===== src/verilog/occ_regs.vh =====
/*
 header of constants for the output compare channel control block.
 assumes inclusion by bare name from the design files.
*/
`ifndef OCC_REGS_VH
`define OCC_REGS_VH

// register word addresses on the plain register port
`define OCC_ADDR_CTRL 4'h0
`define OCC_ADDR_CMP_A 4'h1
`define OCC_ADDR_CMP_B 4'h2
`define OCC_ADDR_IRQ_STAT 4'h3
`define OCC_ADDR_IRQ_MASK 4'h4

// control register field positions
`define OCC_BIT_IDLE_STOP 13
`define OCC_BIT_FAULT_FLAG 4
`define OCC_BIT_TB_SEL 3
`define OCC_MODE_MSB 2
`define OCC_MODE_LSB 0
`define OCC_CTRL_RESET 16'h0000
`define OCC_CTRL_WMASK 16'h200f

// compare mode codes
`define OCC_MODE_OFF 3'h0
`define OCC_MODE_ONE_HIGH 3'h1
`define OCC_MODE_ONE_LOW 3'h2
`define OCC_MODE_TOGGLE 3'h3
`define OCC_MODE_SINGLE 3'h4
`define OCC_MODE_CONT 3'h5
`define OCC_MODE_PWM 3'h6
`define OCC_MODE_PWM_FLT 3'h7

// interrupt status bits
`define OCC_IRQ_MATCH 0
`define OCC_IRQ_FAULT 1
`define OCC_IRQ_W 2

`endif


===== src/verilog/occ_edge_detect.v =====
/*
 falling edge detector for the fault input.
 assumes the input is synchronous to the clock.
*/
`timescale 1ns/1ns
module occ_edge_detect (
    // clock and reset
    input wire core_clk_i,
    input wire arst_n_i,
    // level in, pulse out
    input wire level_i,
    output wire fall_o
);
    reg prev;

    // remember last level, idle high
    always @(posedge core_clk_i or negedge arst_n_i) begin
        if (!arst_n_i) begin
            prev <= 1'b1;
        end else begin
            prev <= level_i;
        end
    end

    assign fall_o = prev & ~level_i;
endmodule


===== src/verilog/occ_irq.v =====
/*
 sticky interrupt status with write-one-to-clear and mask.
 assumes event pulses and bus strobes are synchronous to the clock.
*/
`timescale 1ns/1ns
module occ_irq #(
    parameter W = 2
) (
    // clock and reset
    input wire core_clk_i,
    input wire arst_n_i,
    // events and software access
    input wire [W-1:0] event_i,
    input wire clear_we_i,
    input wire mask_we_i,
    input wire [W-1:0] wdata_i,
    // state
    output reg [W-1:0] status_o,
    output reg [W-1:0] mask_o,
    output reg irq_o
);
    wire [W-1:0] next_status;

    // set wins over a same-cycle clear
    assign next_status = (status_o & ~(clear_we_i ? wdata_i : {W{1'b0}}))
        | event_i;

    // status, mask and registered interrupt level
    always @(posedge core_clk_i or negedge arst_n_i) begin
        if (!arst_n_i) begin
            status_o <= {W{1'b0}};
            mask_o <= {W{1'b0}};
            irq_o <= 1'b0;
        end else begin
            status_o <= next_status;
            if (mask_we_i) begin
                mask_o <= wdata_i;
            end
            irq_o <= |(next_status & (mask_we_i ? wdata_i : mask_o));
        end
    end
endmodule


===== src/verilog/occ_channel.v =====
/*
 output compare channel: control register, mode logic, pin drive.
 assumes two 16-bit timer counts, fault input and register strobes are
 synchronous to core_clk_i; read data appear one cycle after the strobe.
*/
// The address-and-strobe port and the placing of the registers were decided locally.
`timescale 1ns/1ns
`include "occ_regs.vh"

// Operation
// - idle-stop bit freezes channel during idle
// - fault flag read-only, cleared by any control write; a fault edge in mode 111 in the same cycle sets it instead
// - fault flag set only in mode 111
// - timebase select: 1 second, 0 first
// - codes 110/111 run pwm, fault ignored/enabled
// - code 101 low then continuous pulses
// - code 100 low then exactly one pulse
// - code 011 toggles pin on match
// - code 010 init high, match forces low
// - code 001 init low, match forces high
// - code 000 disabled, pin not driven
// - pin changes when timer equals compare value
// - fault falling edge in mode 111 raises channel interrupt
module occ_channel #(
    parameter TW = 16
) (
    // clock and reset
    input wire core_clk_i,
    input wire arst_n_i,
    // register port
    input wire [3:0] addr_i,
    input wire [15:0] wdata_i,
    input wire wr_i,
    input wire rd_i,
    output reg [15:0] rdata_o,
    // time bases and system state
    input wire [TW-1:0] timebase_first_i,
    input wire [TW-1:0] timebase_second_i,
    input wire cpu_idle_i,
    input wire fault_input_a_i,
    // pin and interrupt
    output reg compare_output_pin_o,
    output reg compare_output_pin_oe_o,
    output wire irq_o
);
    // one-hot pulse states for modes 100 and 101; mode 100 parks in
    // ST_DONE until the next control write re-arms it
    localparam ST_WAIT_A = 3'b001;
    localparam ST_WAIT_B = 3'b010;
    localparam ST_DONE = 3'b100;

    // control fields, compare values and the pulse sequencer
    reg idle_stop_bit;
    reg pwm_fault_flag;
    reg timebase_select;
    reg [2:0] compare_mode_field;
    reg [TW-1:0] cmp_a;
    reg [TW-1:0] cmp_b;
    reg [2:0] state;
    reg [2:0] next_state;
    reg next_pin;
    reg init_pending;
    reg match_evt;
    // compare path, strobes and interrupt plumbing
    wire [TW-1:0] count;
    wire run;
    wire hit_a;
    wire hit_b;
    wire fault_fall;
    wire ctrl_we;
    wire [`OCC_IRQ_W-1:0] irq_event;
    wire [`OCC_IRQ_W-1:0] irq_status;
    wire [`OCC_IRQ_W-1:0] irq_mask;
    wire irq_level;

    // decode a write enable at a given address
    function wr_hit;
        input [3:0] a;
        input [3:0] target;
        input w;
        begin
            wr_hit = w & (a == target);
        end
    endfunction

    // mode 111 is the only code that watches the fault input
    function fault_mode;
        input [2:0] m;
        begin
            fault_mode = (m == `OCC_MODE_PWM_FLT);
        end
    endfunction

    // pwm level at the period start: high only for a nonzero duty
    function pwm_start;
        input [TW-1:0] duty;
        begin
            pwm_start = (duty != {TW{1'b0}});
        end
    endfunction

    // compared count, and match strobes held off in idle stop; a timer
    // left running across a control write may match on the old mode,
    // which is why software stops it first
    assign count = timebase_select ? timebase_second_i
        : timebase_first_i;
    assign run = ~(idle_stop_bit & cpu_idle_i);
    assign hit_a = run & (count == cmp_a);
    assign hit_b = run & (count == cmp_b);
    assign ctrl_we = wr_hit(addr_i, `OCC_ADDR_CTRL, wr_i);

    // fault edge detector; it idles high, so reset raises no false
    // edge and a fault held low needs a fresh fall to count again
    occ_edge_detect u_fault_edge (
        .core_clk_i(core_clk_i),
        .arst_n_i(arst_n_i),
        .level_i(fault_input_a_i),
        .fall_o(fault_fall)
    );

    // control and compare registers; fault flag is hardware owned, so
    // bit 4 of a written control word is dropped
    always @(posedge core_clk_i or negedge arst_n_i) begin
        if (!arst_n_i) begin
            idle_stop_bit <= 1'b0;
            timebase_select <= 1'b0;
            compare_mode_field <= `OCC_MODE_OFF;
            cmp_a <= {TW{1'b0}};
            cmp_b <= {TW{1'b0}};
            init_pending <= 1'b0;
        end else begin
            init_pending <= ctrl_we;
            if (ctrl_we) begin
                idle_stop_bit <= wdata_i[`OCC_BIT_IDLE_STOP];
                timebase_select <= wdata_i[`OCC_BIT_TB_SEL];
                compare_mode_field <=
                    wdata_i[`OCC_MODE_MSB:`OCC_MODE_LSB];
            end
            if (wr_hit(addr_i, `OCC_ADDR_CMP_A, wr_i)) begin
                cmp_a <= wdata_i[TW-1:0];
            end
            if (wr_hit(addr_i, `OCC_ADDR_CMP_B, wr_i)) begin
                cmp_b <= wdata_i[TW-1:0];
            end
        end
    end

    // fault flag: set in mode 111 on fault, cleared on mode rewrite;
    // a fault edge that falls while frozen is lost, the detector runs on
    always @(posedge core_clk_i or negedge arst_n_i) begin
        if (!arst_n_i) begin
            pwm_fault_flag <= 1'b0;
        end else if (fault_mode(compare_mode_field)
                     && run && fault_fall) begin
            pwm_fault_flag <= 1'b1;
        end else if (ctrl_we) begin
            pwm_fault_flag <= 1'b0;
        end
    end

    // next pin level and pulse state per mode
    always @* begin
        next_pin = compare_output_pin_o;
        next_state = state;
        match_evt = 1'b0;
        // a control write re-arms the mode even when frozen, since the
        // cpu cannot write while it is idle
        if (init_pending) begin
            next_state = ST_WAIT_A;
            case (compare_mode_field)
                `OCC_MODE_ONE_LOW: next_pin = 1'b1;
                `OCC_MODE_TOGGLE: next_pin = compare_output_pin_o;
                `OCC_MODE_PWM, `OCC_MODE_PWM_FLT:
                    next_pin = pwm_start(cmp_a);
                default: next_pin = 1'b0;
            endcase
        end else if (run) begin
            // one-shot events fire only on a real change; a match on a
            // pin already at its target raises nothing
            case (compare_mode_field)
                `OCC_MODE_ONE_HIGH: begin
                    if (hit_a && !compare_output_pin_o) begin
                        next_pin = 1'b1;
                        match_evt = 1'b1;
                    end
                end
                `OCC_MODE_ONE_LOW: begin
                    if (hit_a && compare_output_pin_o) begin
                        next_pin = 1'b0;
                        match_evt = 1'b1;
                    end
                end
                `OCC_MODE_TOGGLE: begin
                    if (hit_a) begin
                        next_pin = ~compare_output_pin_o;
                        match_evt = 1'b1;
                    end
                end
                `OCC_MODE_SINGLE, `OCC_MODE_CONT: begin
                    case (state)
                        ST_WAIT_A: begin
                            if (hit_a) begin
                                next_pin = 1'b1;
                                next_state = ST_WAIT_B;
                            end
                        end
                        ST_WAIT_B: begin
                            if (hit_b) begin
                                next_pin = 1'b0;
                                match_evt = 1'b1;
                                if (compare_mode_field == `OCC_MODE_CONT) begin
                                    next_state = ST_WAIT_A;
                                end else begin
                                    next_state = ST_DONE;
                                end
                            end
                        end
                        ST_DONE: next_pin = 1'b0;
                        default: next_state = ST_WAIT_A;
                    endcase
                end
                `OCC_MODE_PWM, `OCC_MODE_PWM_FLT: begin
                    // fault first, so a period start cannot lift the pin
                    if (fault_mode(compare_mode_field)
                        && (pwm_fault_flag || fault_fall)) begin
                        next_pin = 1'b0;
                    end else if (count == {TW{1'b0}}) begin
                        next_pin = pwm_start(cmp_a);
                    end else if (hit_a) begin
                        next_pin = 1'b0;
                    end
                end
                default: next_pin = 1'b0;
            endcase
        end
    end

    // pin, enable and pulse state flip-flops; the enable drops with
    // mode 000 so the pad falls back to its pull
    always @(posedge core_clk_i or negedge arst_n_i) begin
        if (!arst_n_i) begin
            compare_output_pin_o <= 1'b0;
            compare_output_pin_oe_o <= 1'b0;
            state <= ST_WAIT_A;
        end else begin
            compare_output_pin_o <= next_pin;
            compare_output_pin_oe_o <=
                (compare_mode_field != `OCC_MODE_OFF);
            state <= next_state;
        end
    end

    // interrupt events: match strobe from the pin logic, fault edge
    // only in mode 111; the pwm codes raise no match event
    assign irq_event[`OCC_IRQ_MATCH] = match_evt;
    assign irq_event[`OCC_IRQ_FAULT] = run & fault_fall
        & fault_mode(compare_mode_field);

    // sticky status and mask; the level is registered inside, so the
    // interrupt output needs no flop of its own here
    occ_irq #(
        .W(`OCC_IRQ_W)
    ) u_irq (
        .core_clk_i(core_clk_i),
        .arst_n_i(arst_n_i),
        .event_i(irq_event),
        .clear_we_i(wr_hit(addr_i, `OCC_ADDR_IRQ_STAT, wr_i)),
        .mask_we_i(wr_hit(addr_i, `OCC_ADDR_IRQ_MASK, wr_i)),
        .wdata_i(wdata_i[`OCC_IRQ_W-1:0]),
        .status_o(irq_status),
        .mask_o(irq_mask),
        .irq_o(irq_level)
    );
    assign irq_o = irq_level;

    // read data, one cycle after the strobe, zero otherwise; unmapped
    // words read zero as well
    always @(posedge core_clk_i or negedge arst_n_i) begin
        if (!arst_n_i) begin
            rdata_o <= 16'h0000;
        end else if (rd_i) begin
            case (addr_i)
                `OCC_ADDR_CTRL: begin
                    rdata_o <= 16'h0000;
                    rdata_o[`OCC_BIT_IDLE_STOP] <= idle_stop_bit;
                    rdata_o[`OCC_BIT_FAULT_FLAG] <= pwm_fault_flag;
                    rdata_o[`OCC_BIT_TB_SEL] <= timebase_select;
                    rdata_o[`OCC_MODE_MSB:`OCC_MODE_LSB] <=
                        compare_mode_field;
                end
                `OCC_ADDR_CMP_A: rdata_o <= cmp_a;
                `OCC_ADDR_CMP_B: rdata_o <= cmp_b;
                `OCC_ADDR_IRQ_STAT: rdata_o <= {14'h0000, irq_status};
                `OCC_ADDR_IRQ_MASK: rdata_o <= {14'h0000, irq_mask};
                default: rdata_o <= 16'h0000;
            endcase
        end else begin
            rdata_o <= 16'h0000;
        end
    end
endmodule


===== config.mk =====
export PLATFORM = sky130hd
export DESIGN_NAME = occ_channel
export DESIGN_NICKNAME = d
export VERILOG_FILES = /design/src/verilog/occ_edge_detect.v /design/src/verilog/occ_irq.v /design/src/verilog/occ_channel.v
export VERILOG_INCLUDE_DIRS = /design/src /design/src/verilog
export SDC_FILE = /design/constraint.sdc
export NUM_CORES = 1
export LEC_CHECK = 0
export BUFFER_PORTS_ARGS = -buffer_cell sky130_fd_sc_hd__buf_2
export CAP_MARGIN = 20
export CORE_ASPECT_RATIO = 0.75
export CORE_UTILIZATION = 49
export DETAILED_ROUTE_END_ITERATION = 8
export MAX_ROUTING_LAYER = met4
export PLACE_DENSITY = 0.76
export SETUP_SLACK_MARGIN = 0.2
export SYNTH_ARGS = -nofsm -noshare
export SYNTH_HDL_FRONTEND = slang
export SYNTH_SLANG_ARGS = --single-unit

===== constraint.sdc =====
create_clock -name core_clk_i -period 2.2 [get_ports core_clk_i]
set_clock_uncertainty 0.15 [all_clocks]
set_input_delay 0.44 -clock core_clk_i [delete_from_list [all_inputs] [get_ports core_clk_i]]
set_output_delay 0.44 -clock core_clk_i [all_outputs]
set_load 0.01 [all_outputs]

; Word level (Yosys, flattened, before mapping)
; Index checks and enable logic that the tools add are counted.
[word_totals]
in_bits = 58
wordCells = 114
regBits = 66
out_inout_bits = 19
[classes]
reduce_logical = 18
mux = 35
bitwise_logic = 18
eq_ne = 28
[ops]
columns = operator, count
row1 = $pmux 16 s5, 1
row2 = $eq 16x16->1, 2
row3 = $mux 16, 2
row4 = $mux 1, 19
row5 = $mux 3, 6
row6 = $logic_not 16->1, 1
row7 = $reduce_bool 16->1, 1
row8 = $eq 3x3->1 const B, 5
row9 = $ne 3x3->1 const B, 4
row10 = $and 1x1->1, 11
row11 = $eq 3x2->1 const B, 3
row12 = $pmux 3 s3, 1
row13 = $reduce_and 9->1, 1
row14 = $eq 4x2->1 const B, 2
row15 = $ne 2x2->1 const B, 4
row16 = $ne 4x4->1 const B, 2
row17 = $eq 3x1->1 const B, 2
row18 = $pmux 1 s3, 2
row19 = $reduce_or 2->1, 3
row20 = $logic_and 1x1->1, 5
row21 = $ne 5x3->1 const B, 1
row22 = $ne 5x5->1 const B, 1
row23 = $pmux 1 s5, 1
row24 = $reduce_and 5->1, 1
row25 = 13 further kinds, 18

; Depth between registers and ports, before layout
[logic_depth]
ltp_word = 11
depth_mapped = 9
depth_no_buf = 7

; By module
; A second synthesis with hierarchy kept.
[unflattened]
hier_cells = 336
area_unflattened_um2 = 3555.9
[modules_own_cells]
columns = mod, area_each_um2, cells_per_inst, seq_area_each_um2, instances
row1 = occ_channel, 3329.4, 322, 1502.7, 1
row2 = occ_irq, 186.4, 12, 125.1, 1
row3 = occ_edge_detect, 40.0, 2, 26.3, 1

; Worst setup path after synthesis
; OpenSTA, ideal clock, no wires.
[synth_timing]
kind = register -> register
start = reg timebase_select
end = reg compare_output_pin_o
t_required_ns = 1.922
arrival_time_ns = 1.961
setup_time_ns = 0.128
slack_ns = -0.039
period_less_slack_ns = 2.239
stages_incl_launch_ff = 9
n_path_buf = 2
cell_sequence = dfrtp_1 > buf_6 > buf_4 > or4b_2 > o22ai_1 > a211oi_1 > o22ai_1 > o311ai_1 > mux2_1
[synth_between]
elab_chain_len = 7
elab_cells_between_ends = 20
classes_between = eq/ne (8) / mux (6) / bitwise (2) / reduce/logical (4)
[synth_lines]
columns = item, line_no
row1 = from (decl), occ_channel.v:55  ; reg timebase_select;
row2 = from (signal assigned), occ_channel.v:135  ; timebase_select <= wdata_i[`OCC_BIT_TB_SEL];
row3 = $mux 16 (*), occ_channel.v:105  ; assign count = timebase_select ? timebase_second_i
row4 = $logic_not 16->1, occ_channel.v:227  ; end else if (count == {TW{1'b0}}) begin
row5 = $mux 1, occ_channel.v:227
row6 = $mux 1, occ_channel.v:224  ; if (fault_mode(compare_mode_field)
row7 = $pmux 1 s5, occ_channel.v:180  ; case (compare_mode_field)
row8 = $mux 1, occ_channel.v:177  ; end else if (run) begin
row9 = $mux 1, occ_channel.v:168  ; if (init_pending) begin
row10 = to (signal assigned), occ_channel.v:246  ; compare_output_pin_o <= next_pin;
row11 = to (decl), occ_channel.v:42  ; output reg compare_output_pin_o,
; Mark *: on every way between the ends. The rest lies on a longest branch, timed or not. The select of a mux whose other input is x is not followed.
; A chain may end at the register's enable or synchronous reset.

; Worst setup path after layout
[layout_timing]
start = reg timebase_select
end = reg state[1]
[layout_between]
elab_chain_len = 5
elab_cells_between_ends = 8
classes_between = eq/ne (4) / mux (1) / bitwise (2) / reduce/logical (1)
[layout_lines]
columns = item, line_no
row1 = $mux 16 (*), occ_channel.v:105
row2 = "$eq 16x16->1, on equally long branches", "occ_channel.v:109, occ_channel.v:108"
row3 = "$and 1x1->1, on equally long branches", "occ_channel.v:109, occ_channel.v:108"
row4 = $ne 3x3->1 (no source line), -
row5 = $reduce_and 5->1 (no source line) (*), -
row6 = to (signal assigned), occ_channel.v:249  ; state <= next_state;
row7 = to (decl), occ_channel.v:59  ; reg [2:0] state;
; Mark *: on every way between the ends. The rest lies on a longest branch, timed or not.

==> reports/metrics.cfg <==
[finish]
final_cell_mix=buf_2, dfrtp_1, nand2_1, mux2_2, nor2_1
fin_nets=505
drive_gt1_frac=0.414
antenna_cells=0
layout_commonest_cell=buf_2
final_cell_area_sq_um=4680
syn2layout_area_growth_pct=29.8
final_core_util=0.672

[floorplan]
die_area_sq_um=7710
pin_count=77
start_util=0.518
rows=26
fp.coreArea_sq_um=6960
dieHeight_um=76.3
die_w_um=101

[drt]
via_per_inst=5.79
drc=0
wl_mm=10.1
drtIter0Drc=195
wl_per_cell_um=18.3
first_pass_iters=5
ant_nets=0
vias=3183

[pwr]
p_int_uw=2900
power_density_nw_per_um2=926
p_comb_frac=0.336
p_leak_uw=0.00209
p_sw_frac=0.331
pwr-share-clk=0.263
peakVddDrop_mv=0.539
seqPwrFrac=0.401
p_sw_uw=1440

[worst_setup_path]
crit_cells=8
endpoint_kind=flop
reg2reg_depth=8
slowest_stage=dfrtp_2
path_delay_family=simple AND/OR/NAND/NOR gates
start_kind=flop
worstPathCellList=buf_12, mux2i_2, xnor2_1, nor4_1, nand4_1, o21ai_2, nand4_1, mux2_1
required_ns=2.27
cp_max_fo=7
critPathKind=flop to flop
cp_common_cell=nand4_1
cpPeakStageDelay_ns=0.44
cp.arrival_ns=2.63
cp_num_buf_inv=1

[placement]
dpl.hpwl_mm=7.42
dpl-instance-area_sq_um=4300
port_buffers=76
gp_congestion=0.951

[timing]
slew_headroom=0.627
finalHoldViolCount=0
worstMarginPinSlew_ns=0.559
maxSlewViolCount=0
fmax_ghz=0.391
fin_crit_sh=1.16
fin_hold_ws_ns=0.0720
finalSetupViolCount=6
setup_ws_ns=-0.358
rsz0062_at_grt=yes
min_period_ns=2.56

[synthesis]
yosysWarningCount=0
synth_edf_count=0
avgSynthCellArea_sq_um=10.7
synthArstFlopShare=1.00
synth_seq_cells=66
syn-num-nets=396
ys.flop_type=dfrtp_1
syn_area_sq_um=3600
synthDistinctLibCells=52
synthCells=338
yosysSeqAreaShare=0.459

[global_routing]
track_usage=0.283
globalRouteOverflowTotal=0
grt_max_degree=67
grt_pass1_vias=3195
grt_pass1_wl_mm=15.8
antenna_found_initial=0

[run_status]
failed_checks=negative setup slack
status=complete, but fails checks

[clock_tree]
cts_num_sinks=66
cts_root_buf=clkbuf_8
path_clk_slew_ns=0.07
clk_latency_ns=0.34
cts_max_path_buffers=2
cts-htree-levels=3
cts_tree=yes
cts_buffers=9

[min_path]
hold_depth=1
holdCritPathClass=input pin to flop

[job]
drv_cap=0

sequential cells by signal (all words and copies together), names as in the netlist, 2 cells and up:
| name | count |
|---|---|
| u_irq.mask_o | 2 |
| state | 3 |
| cmp_a | 16 |
| compare_mode_field | 3 |
| rdata_o | 16 |
| cmp_b | 16 |
| u_irq.status_o | 2 |
layout make-up:
cell class / count / area [sq um]
clock buffers: 11 / 141
clock inverters: 5 / 77.6
fillers: 551 / 2280
inverters: 5 / 18.8
multi-input cells: 256 / 1990
flip-flops and latches: 66 / 1660
well taps: 98 / 123
repair buffers: 109 / 677
synthesized netlist by cell type (4+ instances only):
library cell  count  area (sq um)
nor4_1           14          87.6
mux2i_1          17           170
xnor2_1          31           272
clkbuf_1          6          22.5
nor2_1           32           120
nor3_1            6          30.0
nand4_1           4          25.0
nor2b_1           4          25.0
and3_1            4          25.0
a22oi_1          10          75.1
o21ai_0          11          55.1
nand2_1          35           131
mux2_2           35           394
nand3_1           4          20.0
a21oi_1           8          40.0
dfrtp_1          64          1600
inv_1             5          18.8
mux2i_2           4          55.1
power groups by stage:
stage	registers, uW	clock network (uW)	logic [uW]
after floorplan	1680	0	886
after global placement	1720	0	1290
after detailed placement	1740	0	1320
after CTS	1720	1160	1360
after global routing	1760	1200	1580
final	1740	1140	1460
per-layer routing:
| metal | global-route usage | up-vias | share of wire |
|---|---|---|---|
| met3 | 0.0743 | 16 | 0.091 |
| met5 | - | - | 0 |
| met2 | 0.420 | 159 | 0.44 |
| met4 | 0.0913 | 0 | 0.020 |
| met1 | 0.377 | 1558 | 0.44 |
| li1 | - | 1450 | - |
worst paths after layout:
kind	endpoint	start	slack [ns]
setup / recovery	state[1]	timebase_select	-0.36
hold / removal	u_fault_edge.prev	fault_input_a_i	0.07
setup reg to reg	state[1]	timebase_select	-0.36
hold reg to reg	pwm_fault_flag	pwm_fault_flag	0.37
max in group asynchronous	u_fault_edge.prev	arst_n_i	1.06
min in group asynchronous	rdata_o[15]	arst_n_i	0.47
through the flow:
step                TNS (ns)  power, uW  setup WS [ns]  cells
floorplan            -0.0606       2570        -0.0229    338
global placement       -1.42       3010         -0.287    531
detailed placement     -1.44       3050         -0.302    531
CTS                    -1.05       4230         -0.249    548
global route           -2.03       4550         -0.382    550
finish                 -1.60       4330         -0.358    550
cells by family (layout without fill, tap and decap cells):
kind of cell,count (synthesis),after routing,synth area share
xor+xnor,34,34,0.0826
fa+ha+maj,1,1,0.00278
flops,66,66,0.459
simple gates,113,113,0.153
buf+inv,16,130,0.0250
mux,59,59,0.181
compound gates,49,49,0.0965
what timing repair did:
action / in CTS / in global routing
hold endpoints to repair: 64 / 0
gates cloned: 0 / 1
buffers inserted: 0 / 1
endpoints found under the setup margin: 6 / 6
gates resized for setup: 10 / 12
hold buffers: 1 / 0
pin swaps: 3 / 6
No activity file was read; power rests on OpenSTA's default activity.
